**src/hdl/serial_port_pkg.sv**
```systemverilog
/*
  Constants and types for the serial port with break and clocked master transmit.
  Assumes an APB master with 32-bit data and a 100 MHz system clock.
*/
// Notes on behaviour
// - Wake enable keeps the receiver idle; a wake event sets receive_flag.
// - Wake enable self-clears on the next rising edge; data read clears receive_flag.
// - A break is start bit, twelve zero bits, stop bit.
// - Break request plus transmit enable sends a break, ignoring the written byte.
// - Break request clears itself after the break stop bit; buffered byte follows.
// - shift_register_empty behaves the same during a break.
// - After wake, flag on the first of two line transitions, then next byte and flag again.
// - Master mode selected by clock_source_master; clocked mode is half duplex.
// - Clocked mode with port enable turns pins into shift clock and data.
// - Master drives the shift clock; clock_idle_polarity picks its idle level.
// - Shift register reloads only after the last bit and only if a word waits.
// - Buffer to shift register move takes one cycle, then the empty flag sets.
// - Empty flag ignores interrupt enable; only a buffer write clears it.
// - shift_register_empty is read only, no interrupt, shift register hidden.
// - A wake event is a falling edge on the receive line.
// - wake_on_edge_enable sits at bit 1 of the baud control register.
package serial_port_pkg;

  // ==========================================================================
  // Register map
  localparam logic [7:0] CTRL_OFFSET = 8'h00;
  localparam logic [7:0] STATUS_OFFSET = 8'h04;
  localparam logic [7:0] BAUD_OFFSET = 8'h08;
  localparam logic [7:0] TX_DATA_OFFSET = 8'h0C;
  localparam logic [7:0] RX_DATA_OFFSET = 8'h10;
  localparam logic [7:0] BAUD_CTRL_OFFSET = 8'h14;
  localparam int CTRL_WIDTH = 9;
  localparam int WAKE_BIT = 1;
  localparam int SRE_BIT = 0;
  localparam int TBE_BIT = 1;
  localparam int RFLAG_BIT = 2;
  localparam int RIDLE_BIT = 3;

  // ==========================================================================
  // Frame constants and reset values
  localparam logic [3:0] BREAK_BITS = 4'hE;
  localparam logic [13:0] BREAK_FRAME = 14'h2000;
  localparam logic [3:0] ASYNC_BITS = 4'hA;
  localparam logic [3:0] SYNC_BITS = 4'h8;
  localparam logic [3:0] RX_LAST_BIT = 4'h7;
  localparam logic [2:0] RX_SYNC_RESET = 3'h7;

  // ==========================================================================
  // Types
  typedef struct packed {
    logic wide_baud_divisor;
    logic clock_idle_polarity;
    logic transmit_ninth_bit;
    logic nine_bit_transmit;
    logic break_send_request;
    logic transmit_enable;
    logic clock_source_master;
    logic clocked_mode_select;
    logic serial_port_enable;
  } ctrl_type;

  typedef struct packed {
    logic psel;
    logic penable;
    logic pwrite;
    logic [7:0] paddr;
    logic [31:0] pwdata;
  } apb_req_type;

  typedef struct packed {
    logic [31:0] prdata;
    logic pready;
    logic pslverr;
  } apb_rsp_type;

  typedef enum logic [2:0] {
    TX_IDLE = 3'b001,
    TX_LOAD = 3'b010,
    TX_SHIFT = 3'b100
  } tx_state_type;

  typedef enum logic [3:0] {
    RX_IDLE = 4'b0001,
    RX_START = 4'b0010,
    RX_DATA = 4'b0100,
    RX_STOP = 4'b1000
  } rx_state_type;

endpackage : serial_port_pkg

```
**src/hdl/serial_port.sv**
```systemverilog
/*
  Serial port core: APB registers, asynchronous transmit with break, clocked
  master transmit, wake-on-edge and a simple asynchronous receiver.
  Assumes pins are resolved outside from the output enables.
*/
// Register access over APB and the register offsets are this design's own decisions.
`timescale 1ns/1ps
module serial_port
  import serial_port_pkg::*;
(
  // Clock and reset
  input wire logic i_clk,
  input wire logic i_reset,
  // APB slave
  input wire apb_req_type i_apb,
  output apb_rsp_type o_apb,
  // Transmit pin, shift clock in clocked mode
  output logic o_tx_ck_out,
  output logic o_tx_ck_oe,
  // Receive pin, data line in clocked mode
  input wire logic i_receive_data_pin_in,
  output logic o_receive_data_pin_out,
  output logic o_receive_data_pin_oe
);

  // ==========================================================================
  // State
  typedef struct packed {
    ctrl_type ctrl;
    logic wake_on_edge_enable;
    logic [15:0] div;
    logic [7:0] txbuf;
    logic buf_full;
    tx_state_type tx;
    logic [13:0] shreg;
    logic [3:0] bits;
    logic [15:0] bcnt;
    logic half;
    logic brk;
    logic tx_pin;
    logic ck_oe;
    logic dt_out;
    logic dt_oe;
    logic [2:0] rxs;
    logic woke;
    logic rflag;
    rx_state_type rx;
    logic [15:0] rcnt;
    logic [3:0] rbits;
    logic [7:0] rsh;
    logic [7:0] rdata;
    apb_rsp_type rsp;
  } state_type;

  state_type q;
  state_type d;
  logic [15:0] eff_div;
  logic wr_acc;
  logic rd_acc;
  logic fall;
  logic rise;
  logic tx_ok;
  logic shift_done;

  // ==========================================================================
  // Next state
  always_comb begin
    d = q;
    eff_div = q.ctrl.wide_baud_divisor ? q.div : {8'h00, q.div[7:0]};
    wr_acc = i_apb.psel & i_apb.penable & q.rsp.pready & i_apb.pwrite;
    rd_acc = i_apb.psel & i_apb.penable & q.rsp.pready & ~i_apb.pwrite;
    fall = q.rxs[2] & ~q.rxs[1];
    rise = ~q.rxs[2] & q.rxs[1];
    tx_ok = q.ctrl.serial_port_enable & q.ctrl.transmit_enable &
            (~q.ctrl.clocked_mode_select | q.ctrl.clock_source_master);
    shift_done = 1'b0;
    d.rxs = {q.rxs[1], q.rxs[0], i_receive_data_pin_in};

    // Transmitter runs before the bus writes so a buffer write in the
    // transfer cycle refills the buffer instead of being lost.
    unique case (q.tx)
      TX_IDLE: begin
        if (q.buf_full && tx_ok) begin
          d.tx = TX_LOAD;
        end
      end
      TX_LOAD: begin
        d.buf_full = 1'b0;
        d.brk = q.ctrl.break_send_request & q.ctrl.transmit_enable;
        d.half = 1'b0;
        d.bcnt = eff_div;
        d.tx = TX_SHIFT;
        if (d.brk) begin
          d.shreg = BREAK_FRAME;
          d.bits = BREAK_BITS;
        end else if (q.ctrl.clocked_mode_select) begin
          d.shreg = {5'h00, q.ctrl.transmit_ninth_bit, q.txbuf};
          d.bits = SYNC_BITS + {3'h0, q.ctrl.nine_bit_transmit};
        end else if (q.ctrl.nine_bit_transmit) begin
          d.shreg = {3'h0, 1'b1, q.ctrl.transmit_ninth_bit, q.txbuf, 1'b0};
          d.bits = ASYNC_BITS + 4'h1;
        end else begin
          d.shreg = {4'h0, 1'b1, q.txbuf, 1'b0};
          d.bits = ASYNC_BITS;
        end
      end
      TX_SHIFT: begin
        if (!q.ctrl.transmit_enable) begin
          d.tx = TX_IDLE;
          d.brk = 1'b0;
        end else if (q.bcnt != 16'h0000) begin
          d.bcnt = q.bcnt - 16'h0001;
        end else begin
          d.bcnt = eff_div;
          if (q.ctrl.clocked_mode_select && !q.half) begin
            d.half = 1'b1;
          end else begin
            d.half = 1'b0;
            d.shreg = {1'b0, q.shreg[13:1]};
            d.bits = q.bits - 4'h1;
            if (q.bits == 4'h1) begin
              shift_done = 1'b1;
              d.brk = 1'b0;
              d.tx = (q.buf_full && tx_ok) ? TX_LOAD : TX_IDLE;
            end
          end
        end
      end
    endcase

    // APB: the setup cycle decodes and latches the answer, so every access
    // completes with pready high in its first access cycle.
    d.rsp.pready = i_apb.psel & ~i_apb.penable;
    if (i_apb.psel && !i_apb.penable) begin
      d.rsp.prdata = 32'h0000_0000;
      d.rsp.pslverr = 1'b0;
      case (i_apb.paddr)
        CTRL_OFFSET: d.rsp.prdata[CTRL_WIDTH-1:0] = q.ctrl;
        STATUS_OFFSET: begin
          d.rsp.prdata[SRE_BIT] = (q.tx == TX_IDLE);
          d.rsp.prdata[TBE_BIT] = ~q.buf_full;
          d.rsp.prdata[RFLAG_BIT] = q.rflag;
          d.rsp.prdata[RIDLE_BIT] = (q.rx == RX_IDLE) & ~q.wake_on_edge_enable;
        end
        BAUD_OFFSET: d.rsp.prdata[15:0] = q.div;
        TX_DATA_OFFSET: d.rsp.prdata[7:0] = q.txbuf;
        RX_DATA_OFFSET: d.rsp.prdata[7:0] = q.rdata;
        BAUD_CTRL_OFFSET: d.rsp.prdata[WAKE_BIT] = q.wake_on_edge_enable;
        default: d.rsp.pslverr = 1'b1;
      endcase
    end
    if (wr_acc) begin
      case (i_apb.paddr)
        CTRL_OFFSET: d.ctrl = ctrl_type'(i_apb.pwdata[CTRL_WIDTH-1:0]);
        BAUD_OFFSET: d.div = i_apb.pwdata[15:0];
        BAUD_CTRL_OFFSET: d.wake_on_edge_enable = i_apb.pwdata[WAKE_BIT];
        TX_DATA_OFFSET: begin
          d.txbuf = i_apb.pwdata[7:0];
          d.buf_full = 1'b1;
        end
        default: ;
      endcase
    end
    if (rd_acc && i_apb.paddr == RX_DATA_OFFSET) begin
      d.rflag = 1'b0;
    end

    // The hardware clear of the break request wins over a control write in
    // the same cycle, so a rewrite cannot resend the break by accident.
    if (shift_done && q.brk) begin
      d.ctrl.break_send_request = 1'b0;
    end

    // Wake-on-edge holds the receiver idle until the line rises again.
    if (q.wake_on_edge_enable) begin
      d.rx = RX_IDLE;
      if (!q.woke && fall) begin
        d.rflag = 1'b1;
        d.woke = 1'b1;
      end else if (q.woke && rise) begin
        d.wake_on_edge_enable = 1'b0;
        d.woke = 1'b0;
      end
    end else if (!q.ctrl.serial_port_enable || q.ctrl.clocked_mode_select) begin
      d.woke = 1'b0;
      d.rx = RX_IDLE;
    end else begin
      d.woke = 1'b0;
      unique case (q.rx)
        RX_IDLE: begin
          if (fall) begin
            d.rx = RX_START;
            d.rcnt = {1'b0, eff_div[15:1]};
          end
        end
        RX_START: begin
          if (q.rcnt != 16'h0000) begin
            d.rcnt = q.rcnt - 16'h0001;
          end else begin
            d.rx = q.rxs[1] ? RX_IDLE : RX_DATA;
            d.rcnt = eff_div;
            d.rbits = 4'h0;
          end
        end
        RX_DATA: begin
          if (q.rcnt != 16'h0000) begin
            d.rcnt = q.rcnt - 16'h0001;
          end else begin
            d.rsh = {q.rxs[1], q.rsh[7:1]};
            d.rcnt = eff_div;
            d.rbits = q.rbits + 4'h1;
            if (q.rbits == RX_LAST_BIT) begin
              d.rx = RX_STOP;
            end
          end
        end
        RX_STOP: begin
          if (q.rcnt != 16'h0000) begin
            d.rcnt = q.rcnt - 16'h0001;
          end else begin
            d.rdata = q.rsh;
            d.rflag = 1'b1;
            d.rx = RX_IDLE;
          end
        end
      endcase
    end

    // Pins follow the next state so they leave flip-flops in step with it.
    d.ck_oe = d.ctrl.serial_port_enable &
              (~d.ctrl.clocked_mode_select | d.ctrl.clock_source_master);
    d.dt_oe = d.ctrl.serial_port_enable & d.ctrl.clocked_mode_select &
              d.ctrl.clock_source_master & (d.tx == TX_SHIFT);
    d.dt_out = d.shreg[0];
    if (d.ctrl.clocked_mode_select) begin
      d.tx_pin = d.ctrl.clock_idle_polarity ^ ((d.tx == TX_SHIFT) & d.half);
    end else begin
      d.tx_pin = (d.tx == TX_SHIFT) ? d.shreg[0] : 1'b1;
    end

    if (i_reset) begin
      d = '0;
      d.tx = TX_IDLE;
      d.rx = RX_IDLE;
      d.rxs = RX_SYNC_RESET;
      d.tx_pin = 1'b1;
    end
  end

  always_ff @(posedge i_clk) begin
    q <= d;
  end

  assign o_apb = q.rsp;
  assign o_tx_ck_out = q.tx_pin;
  assign o_tx_ck_oe = q.ck_oe;
  assign o_receive_data_pin_out = q.dt_out;
  assign o_receive_data_pin_oe = q.dt_oe;
endmodule : serial_port

```
**config.mk**
```make
export PLATFORM = sky130hd
export DESIGN_NAME = serial_port
export DESIGN_NICKNAME = d
export VERILOG_FILES = /design/src/hdl/serial_port_pkg.sv /design/src/hdl/serial_port.sv
export SDC_FILE = /design/constraint.sdc
export NUM_CORES = 1
export LEC_CHECK = 0
export BUFFER_PORTS_ARGS = -buffer_cell sky130_fd_sc_hd__buf_2
export CORE_ASPECT_RATIO = 1.2
export CORE_MARGIN = 2
export CORE_UTILIZATION = 40
export CTS_CLUSTER_DIAMETER = 40
export DETAILED_ROUTE_END_ITERATION = 6
export PLACE_DENSITY_LB_ADDON = 0.08
export SLEW_MARGIN = 25
export SYNTH_ARGS = -nofsm -noshare
export SYNTH_HDL_FRONTEND = slang
export SYNTH_SLANG_ARGS = --single-unit
export TNS_END_PERCENT = 20
```
**constraint.sdc**
```tcl
create_clock -name i_clk -period 5.5 [get_ports i_clk]
set_input_delay 0.55 -clock i_clk [delete_from_list [all_inputs] [get_ports i_clk]]
set_output_delay 0.55 -clock i_clk [all_outputs]
set_load 0.01 [all_outputs]
```
Word-level counts from Yosys, hierarchy flattened --
Cells that the tools add are included.
Storage, ports and cells: register bits 140, bits of input ports 46, output and inout port bits 38, logic and storage cells 190
Operators by class: $add $sub $neg 5, eq/ne operators 27, multiplexer cells 62, bitwise operators 29, reduce and logical (&&, ||, !) cells 33
Operators with widths (number):
- 16-bit 2-to-1 mux | 5
- 20-bit case mux with 4 select lines | 1
- 36-bit case mux with 2 select lines | 1
- 21-bit 2-to-1 mux | 2
- 18-bit 2-to-1 mux | 2
- 35-bit 2-to-1 mux | 1
- 34-bit 2-to-1 mux | 1
- 16-bit nonzero test | 2
- 16-bit by 1-bit subtractor with 16-bit output, second input constant | 2
- 1-bit 2-to-1 mux | 23
- 20-bit 2-to-1 mux | 1
- 4-bit 2-to-1 mux | 5
- 4-bit AND reduction | 5
- 2-bit inequality test, second input constant | 9
- 1-bit bitwise AND | 16
- 8-bit by 4-bit == test with 1-bit output, second input constant | 2
- 8-bit by 5-bit == test with 1-bit output, second input constant | 2
- 4-bit case mux with 4 select lines | 1
- 15-bit 2-to-1 mux | 1
- 12-bit 2-to-1 mux | 1
- 3-bit 2-to-1 mux | 4
- 5-bit 2-to-1 mux | 2
- 1-bit NOT | 10
- 2-bit case mux with 5 select lines | 1
- 33 further kinds | 56

Longest topological paths before layout --
Gate-level depths: netlist of the first run.
depth in word-level cells 14, depth in mapped cells 10, gate-level depth less buffers 8

Least setup slack after synthesis of the first run --
OpenSTA, ideal clock, no wires.
path type input-to-reg, from input i_apb[33] (netlist bit), to register q[124] (netlist bit), setup time 132 ps, arrival 2033 ps, data required time 5368 ps, setup slack 3334 ps, stages on the path 8, buffers on the path 2, cells stage by stage nor4_1 > nor3b_2 > and3_1 > buf_2 > buf_2 > nand2_1 > nand2_1 > a21oi_1
On the way: word-level cells in the longest chain between the ends 2
RTL lines:
- start, declared | RTL line serial_port.sv:15 | input wire apb_req_type i_apb,
- 8-bit by 4-bit == test with 1-bit output | RTL line serial_port.sv:153 | case (i_apb.paddr)
- 2-bit AND reduction (no line)
- end signal, assigned | RTL line serial_port.sv:251 | q <= d;
- end, declared | RTL line serial_port.sv:55 | state_type q;
Every way passes these cells. A chain may end at the register's enable or synchronous reset.

Final worst setup path of the first run --
from register q[85] (netlist bit), to register q[89] (netlist bit)
On the way: word-level cells in the longest chain between the ends 4, elaborated cells on any way between the ends 5, those cells by class 1 x add/sub; 3 x mux; 1 x reduce/logical
RTL lines:
- 16-bit by 1-bit subtractor with 16-bit output / 16-bit nonzero test (equally long branches) | RTL line serial_port.sv:112, serial_port.sv:111
- 16-bit 2-to-1 mux (*) | RTL line serial_port.sv:111 | end else if (q.bcnt != 16'h0000) begin
- 35-bit 2-to-1 mux (*) | RTL line serial_port.sv:108 | if (!q.ctrl.transmit_enable) begin
- 36-bit case mux with 2 select lines (*) | RTL line serial_port.sv:81 | unique case (q.tx)
Mark *: on every way between the ends. The rest lies on a longest branch, timed or not. The select of a mux whose other input is x is not followed.

==> results of run 1 <==
-- logic make-up after synthesis --
kind of cell	count (synthesis)
AOI/OAI and AO/OA	234
xor gates and xnor gates	7
DFF	140
buffers and inverters	110
muxes	59
adders and majority gates	6
and+or+nand+nor	335
other	1
-- worst register-to-register path, stage by stage (launching register included) --
cell      delay [ns]
dfxtp_1         0.35
inv_1           0.09
ha_1            0.20
nor3b_1         0.52
nand2_1         0.35
nor2_1          0.60
nor2_1          0.24
a222oi_1        0.33
nor2_1          0.06
-- metrics by stage --
stage,power [mW],setup WS [ns]
3_5_place_dp,1.11,2.44
5_1_grt,2.38,2.32
6_report,2.31,2.61
3_3_place_gp,1.11,2.51
2_1_floorplan,1.10,3.33
4_1_cts,2.33,2.56
-- flip-flops by register name, summed over array words and instances (netlist names) --
| register | flops |
|---|---|
| o_apb | 18 |
| o_receive_data_pin_oe | 1 |
| q | 119 |
| o_tx_ck_oe | 1 |
| o_tx_ck_out | 1 |
-- synthesized netlist by cell type, types with 7 or more instances --
library cell,number
inv_1,19
mux2i_1,52
nand2_1,65
a21oi_1,62
and3_1,7
nor3_1,33
a31oi_1,13
buf_2,11
nand2b_1,8
a221oi_1,7
o211a_1,9
nor4_1,9
a211oi_1,7
nor3b_1,7
nand3_1,40
o21ai_0,59
clkbuf_1,35
nor2_1,112
a22oi_1,16
dfxtp_1,140
buf_4,37
-- power by group through the flow --
stage / sequential [mW] / combinational (mW) / clock [mW]
after floorplan: 1.04 / 0.0533 / 0
after global placement: 1.04 / 0.0654 / 0
after detailed placement: 1.04 / 0.0662 / 0
after CTS: 1.02 / 0.0663 / 1.24
after global routing: 1.02 / 0.0729 / 1.29
final: 1.02 / 0.0669 / 1.22
-- layout make-up --
cell class	count	share of cell area [%]
Timing Repair Buffer	56	3.61
Multi-Input combinational cell	657	50.2
Inverter	19	0.873
Clock buffer	18	5.38
Clock inverter	13	2.19
Tap cell	224	3.43
Sequential cell	140	34.3
-- metal layers --
metal | track usage [%] | vias up | share of wire (%)
met5 | 0 | - | 0
met4 | 7.45 | 0 | 1.5
met3 | 3.48 | 25 | 4.4
met2 | 38.7 | 197 | 50
met1 | 29.1 | 3292 | 44
li1 | - | 3215 | -
-- worst max-delay path by stage --
stage                   start     end  slack, ns  cells after the start
floorplan           i_apb[33]  q[124]       3.33                      8
global placement    i_apb[33]  q[146]       2.51                      6
detailed placement  i_apb[33]  q[134]       2.44                      6
CTS                     q[85]   q[88]       2.56                      8
global route            q[85]   q[88]       2.32                      8
finish                  q[85]   q[89]       2.61                      8
-- placed cells by master, fill, tap and decap left out, types with 9 or more instances in the layout --
cell and n:
nor2_1 112, inv_1 19, o211a_1 9, a22oi_1 16, a31oi_1 12, dfxtp_1 140
nand3_1 39, o21ai_0 59, a21oi_1 62, mux2i_1 52, conb_1 16, nand2_1 65
clkbuf_16 17, buf_2 50, nor3_1 33
==> summary.txt, run 1 <==
Layout
  • Non-Filler Instances: roughly 1,100
  • Fin util: 44.8%
  • Fillers: roughly 1,800
  • Seq. cell area: 2800 um2
  • Area of the multi-input gates: between 4000 and 5000 um2
  • Share of layout cells above drive strength 1: 13.6%
  • Antenna cells: 0
  • Layout area overhead: 9.67%
  • Cell area after layout: between 8000 and 9000 um2
  • # nets final: 943

Synthesis
  • Synth top area share: about 38%
  • Synth Area in Compound Gates: roughly a fifth
  • Synth Area per Inst: 8.35 um2
  • Main flop type after synthesis: dfxtp_1
  • Post-synthesis sequential area ratio: between 30% and 40%
  • Synth cell types: between 80 and 90
  • Area leader, netlist: dfxtp_1
  • Number of flops mapped to enable cells by yosys: 0
  • FFs w/ async S/R, synth: 0%
  • Main combinational cell family by area after synthesis: simple AND/OR/NAND/NOR gates
  • #FFs+latches synth: 140
  • Mux contribution to synthesized area: 8.35%
  • Post-synthesis adder-cell area fraction: 1.01%
  • Post-synthesis simple-gate area fraction: between 20 and 25%
  • Post-Syn Area: between 7000 and 8000 um2
  • Synth top area cells: dfxtp_1, mux2i_1, nor2_1
  • Yosys warnings: 0
  • Post-Synth XOR/XNOR Area: less than 1%
  • Cell count after synthesis: ~890

Global route
  • Largest net degree at the start of global routing: between 70 and 80
  • Vias in the first global route: between 6,000 and 7,000
  • First-pass GRT wire length: ~35,000 um
  • Overall Global Routing Usage: 22.6%
  • Initial antenna violation count: 0
  • Congestion Overflow GR: 0

Route
  • Vias per std cell: ~6.0
  • Drt wl/cell: around 20 um
  • Via count: slightly below 7,000
  • DRT antenna net count: 0
  • Pre-Repair DR Iteration Count: 7
  • Drt total wl: between 20,000 and 25,000 um
  • Number of DRC markers in iteration 0: 496
  • DRC viols: 0

Setup path
  • R2R setup slack: ~2.6 ns
  • Critical R2R Capture: q[89]
  • Critical Path Max Stage Delay: 0.60 ns
  • Worst Path Max Fanout: 8
  • Crit start category: register
  • CP cell instances: inv_1 > ha_1 > nor3b_1 > nand2_1 > nor2_1 > nor2_1 > a222oi_1 > nor2_1
  • WP data arrival: around 3.2 ns
  • Slowest cell on crit path: nor2_1
  • CP bufs+invs: 1
  • Crit-path most repeated cell: nor2_1
  • Worst R2R Start: q[85]
  • Worst R2R Path Depth: 8
  • Worst Setup End Kind: register
  • Data required, critical path: between 5 and 6 ns
  • Top delay family on crit path: simple AND/OR/NAND/NOR gates
  • Crit Path Category: reg -> reg

STA
  • Period utilisation layout: 52.6%
  • Max Slew Vio Count: 0
  • Final setup vio count: 0
  • Unrepaired setup endpoints after global routing: no
  • Achievable Freq: 0.345 GHz
  • Period minus WS final: slightly below 3 ns
  • Setup_tns: 0 ns
  • Final Hold Vio Count: 0
  • Setup Skew: between 0.01 and 0.015 ns
  • Slew headroom: around a third
  • Fin Hold WS: 0.310 ns
  • Worst Tran Pin Value: between 1 and 1.5 ns

Floorplan
  • Chip height: approximately 150 um
  • Initial Utilization: between 40% and 50%
  • Core area: roughly 18,000 um2
  • Die Span X: roughly 130 um
  • Die area: 19,700 um2
  • IO Pins: 84
  • Row cnt: 54

Clock tree
  • Clock Latency Late Sink: 0.42 ns
  • Post-cts sizing count: 0
  • Clk root buf: clkbuf_16
  • CTS buffer count: 17
  • CTS tree: done
  • H-tree levels: 4
  • Clock transition at the registers of the reported paths: about 0.06 ns
  • Clock buffer depth: 2
  • Setup Buffers After CTS: 0
  • Cts hold-fix bufs: 0
  • Clk sinks: 140

Min path
  • Hold Path Depth: 2
  • Worst min path class: in -> reg
  • WHS Endpoint: q[76]
  • Startpoint of the worst hold path: i_receive_data_pin_in

Power
  • Pwr Density: roughly 280 nW/um2
  • Pint: roughly 1.8 mW
  • Psw: 532 uW
  • Leakage: roughly 3.2 nW
  • Comb pwr share: 2.9%
  • Sequential Power Share: between 40% and 50%
  • Clock power share: between 50% and 60%
  • Switching Fraction: 23.1%
  • Worst VDD drop: between 0.2 and 0.25 mV

Run
  • Max-Cap Viols: 0

Placed design
  • Dpl cells: ~1,100
  • GPL Wtd Cong: a little under 0.9
  • DP HPWL: 15,700 um
  • Post-placement cell area: roughly 7500 um2
  • Port Buf Inserts: 51

Outcome
  • Status: complete, no violations
No activity file was read; power rests on OpenSTA's default activity.
==> run 2: changes to the inputs <==
==> constraint.sdc (replaced) <==
create_clock -name i_clk -period 2.6 [get_ports i_clk]
set_input_delay 0.26 -clock i_clk [delete_from_list [all_inputs] [get_ports i_clk]]
set_output_delay 0.26 -clock i_clk [all_outputs]
set_load 0.01 [all_outputs]
==> summary.txt, run 2 (same netlist as run 1, synthesis figures left out) <==
Outcome
  • Status: complete, no violations

Run
  • Max-Cap Viols: 0

Setup path
  • Worst Path Max Fanout: 8
  • Slowest cell on crit path: nor3_1
  • Data required, critical path: around 2.9 ns
  • CP bufs+invs: 2
  • R2R setup slack: ~0.17 ns
  • Critical Path Max Stage Delay: approximately 0.51 ns
  • Crit start category: register
  • Crit Path Category: reg -> reg
  • Worst Setup End Kind: register
  • CP cell instances: inv_1 > ha_1 > nor3b_1 > buf_4 > nand2_1 > nor3_1 > o21ai_0 > and4b_1
  • WP data arrival: roughly 2.7 ns
  • Top delay family on crit path: simple AND/OR/NAND/NOR gates

Clock tree
  • CTS tree: done
  • Clock Latency Late Sink: ~0.43 ns
  • Clk root buf: clkbuf_16
  • CTS buffer count: 17
  • Clock transition at the registers of the reported paths: about 0.070 ns
  • Clock buffer depth: 2
  • Setup Buffers After CTS: 0
  • H-tree levels: 4
  • Clk sinks: 140

Route
  • Vias per std cell: 5.88
  • Via count: 6,834
  • Pre-Repair DR Iteration Count: 5
  • Drt total wl: 22,100 um
  • Number of DRC markers in iteration 0: approximately 570
  • DRC viols: 0
  • DRT antenna net count: 0
  • Drt wl/cell: approximately 19 um

STA
  • Setup_tns: 0 ns
  • Setup Skew: 0.0116 ns
  • Unrepaired setup endpoints after global routing: no
  • Final setup vio count: 0
  • Max Slew Vio Count: 0
  • Period minus WS final: between 2 and 2.5 ns
  • Setup WS post-layout: around 0.17 ns
  • Achievable Freq: just over 0.4 GHz
  • Period utilisation layout: between 90% and 100%
  • Slew headroom: about half
  • Worst Tran Pin Value: 0.749 ns
  • Final Hold Vio Count: 0

Layout
  • Fillers: roughly 1,800
  • # nets final: ~980
  • Max reg flops: 119
  • Antenna cells: 0
  • Cell area after layout: between 8000 and 9000 um2
  • Fin util: 46.1%
  • Largest Register: q
  • Commonest non-fill, non-tap cells in the layout: dfxtp_1, nor2_1, nand2_1
  • Layout area overhead: 12.9%
  • Commonest non-fill, non-tap cell in the layout: dfxtp_1
  • Share of layout cells above drive strength 1: 16.6%
  • Non-Filler Instances: between 1,000 and 1,500

Floorplan
  • Row cnt: 54
  • IO Pins: 84
  • Die Span X: roughly 130 um
  • Initial Utilization: 40.8%
  • Chip height: 153 um
  • Die area: around 20,000 um2
  • Core area: between 15,000 and 20,000 um2

Power
  • Pwr Density: around 570 nW/um2
  • Pint: approximately 3.7 mW
  • Leakage: approximately 3.4 nW
  • Switching Fraction: roughly a quarter
  • Worst VDD drop: about 0.49 mV
  • Comb pwr share: under 10%
  • Sequential Power Share: ~45%
  • Psw: roughly 1.2 mW
  • Clock power share: between 50% and 60%

Global route
  • Vias in the first global route: between 6,000 and 7,000
  • Largest net degree at the start of global routing: 66
  • Overall Global Routing Usage: 22.4%
  • Congestion Overflow GR: 0
  • Initial antenna violation count: 1
  • First-pass GRT wire length: 34,800 um

Placed design
  • GPL Wtd Cong: about 0.93
  • Dpl cells: about 1,100
  • Port Buf Inserts: 51
  • Post-placement cell area: ~8000 um2
  • DP HPWL: approximately 16,000 um
  • Pre-CTS WS: between 0.2 and 0.3 ns

Min path
  • Worst min path class: in -> reg
-- run 2: changes by cell type in the layout (fill, tap and decap cells not counted), moves of 2 or more --
cell        change
buf_4          +34
clkinvlp_4      +2
clkinv_4        -2
inv_6           -2
inv_8           +4
-- run 2: per-layer routing --
layer	global-route usage (%)	share of wire (%)
met1	28.7	44
met2	37.6	49
met3	4.45	4.3
met4	7.56	1.9
met5	0	0.023
-- run 2: worst paths after layout --
check | from | to | cells after the start
max | q[85] | o_receive_data_pin_oe | 8
min | i_apb[13] | q[144] | 3
min reg2reg | q[76] | q[77] | 1
max reg2reg | q[85] | o_receive_data_pin_oe | 8
-- run 2: worst register-to-register path, stage by stage (launching register included) --
cell and delay [ns]:
dfxtp_1 0.35, inv_1 0.09, ha_1 0.19, nor3b_1 0.31, buf_4 0.19, nand2_1 0.20, nor3_1 0.51, o21ai_0 0.22
and4b_1 0.27
-- run 2: repair_timing --
| item | 4_1_cts | 5_1_grt |
|---|---|---|
| hold endpoints to repair | 1 | 0 |
| setup endpoints to repair | 0 | 1 |
| hold buffers | 1 | 0 |
| resized for setup | 0 | 1 |
-- run 2: final cells by class --
| cell class | count | area, um2 | area share (%) |
|---|---|---|---|
| flip-flops and latches | 140 | 2800 | 33.3 |
| repair buffers | 91 | 561 | 6.66 |
| well taps | 224 | 280 | 3.33 |
| multi-input cells | 657 | 4100 | 48.7 |
| clock buffers | 18 | 429 | 5.10 |
| inverters | 19 | 71.3 | 0.848 |
| clock inverters | 14 | 174 | 2.07 |
-- run 2: power groups by stage --
| stage | registers (mW) | logic [mW] | clock network, mW |
|---|---|---|---|
| 2_1_floorplan | 2.20 | 0.113 | 0 |
| 3_3_place_gp | 2.21 | 0.142 | 0 |
| 3_5_place_dp | 2.21 | 0.143 | 0 |
| 4_1_cts | 2.16 | 0.145 | 2.59 |
| 5_1_grt | 2.16 | 0.157 | 2.68 |
| 6_report | 2.16 | 0.146 | 2.53 |
-- run 2: per-stage QoR --
step	power [mW]	hold slack, ns
after floorplan	2.32	0.364
after global placement	2.35	0.396
after detailed placement	2.35	0.407
after CTS	4.89	0.0464
after global routing	5.00	0.0624
final	4.84	0.0603
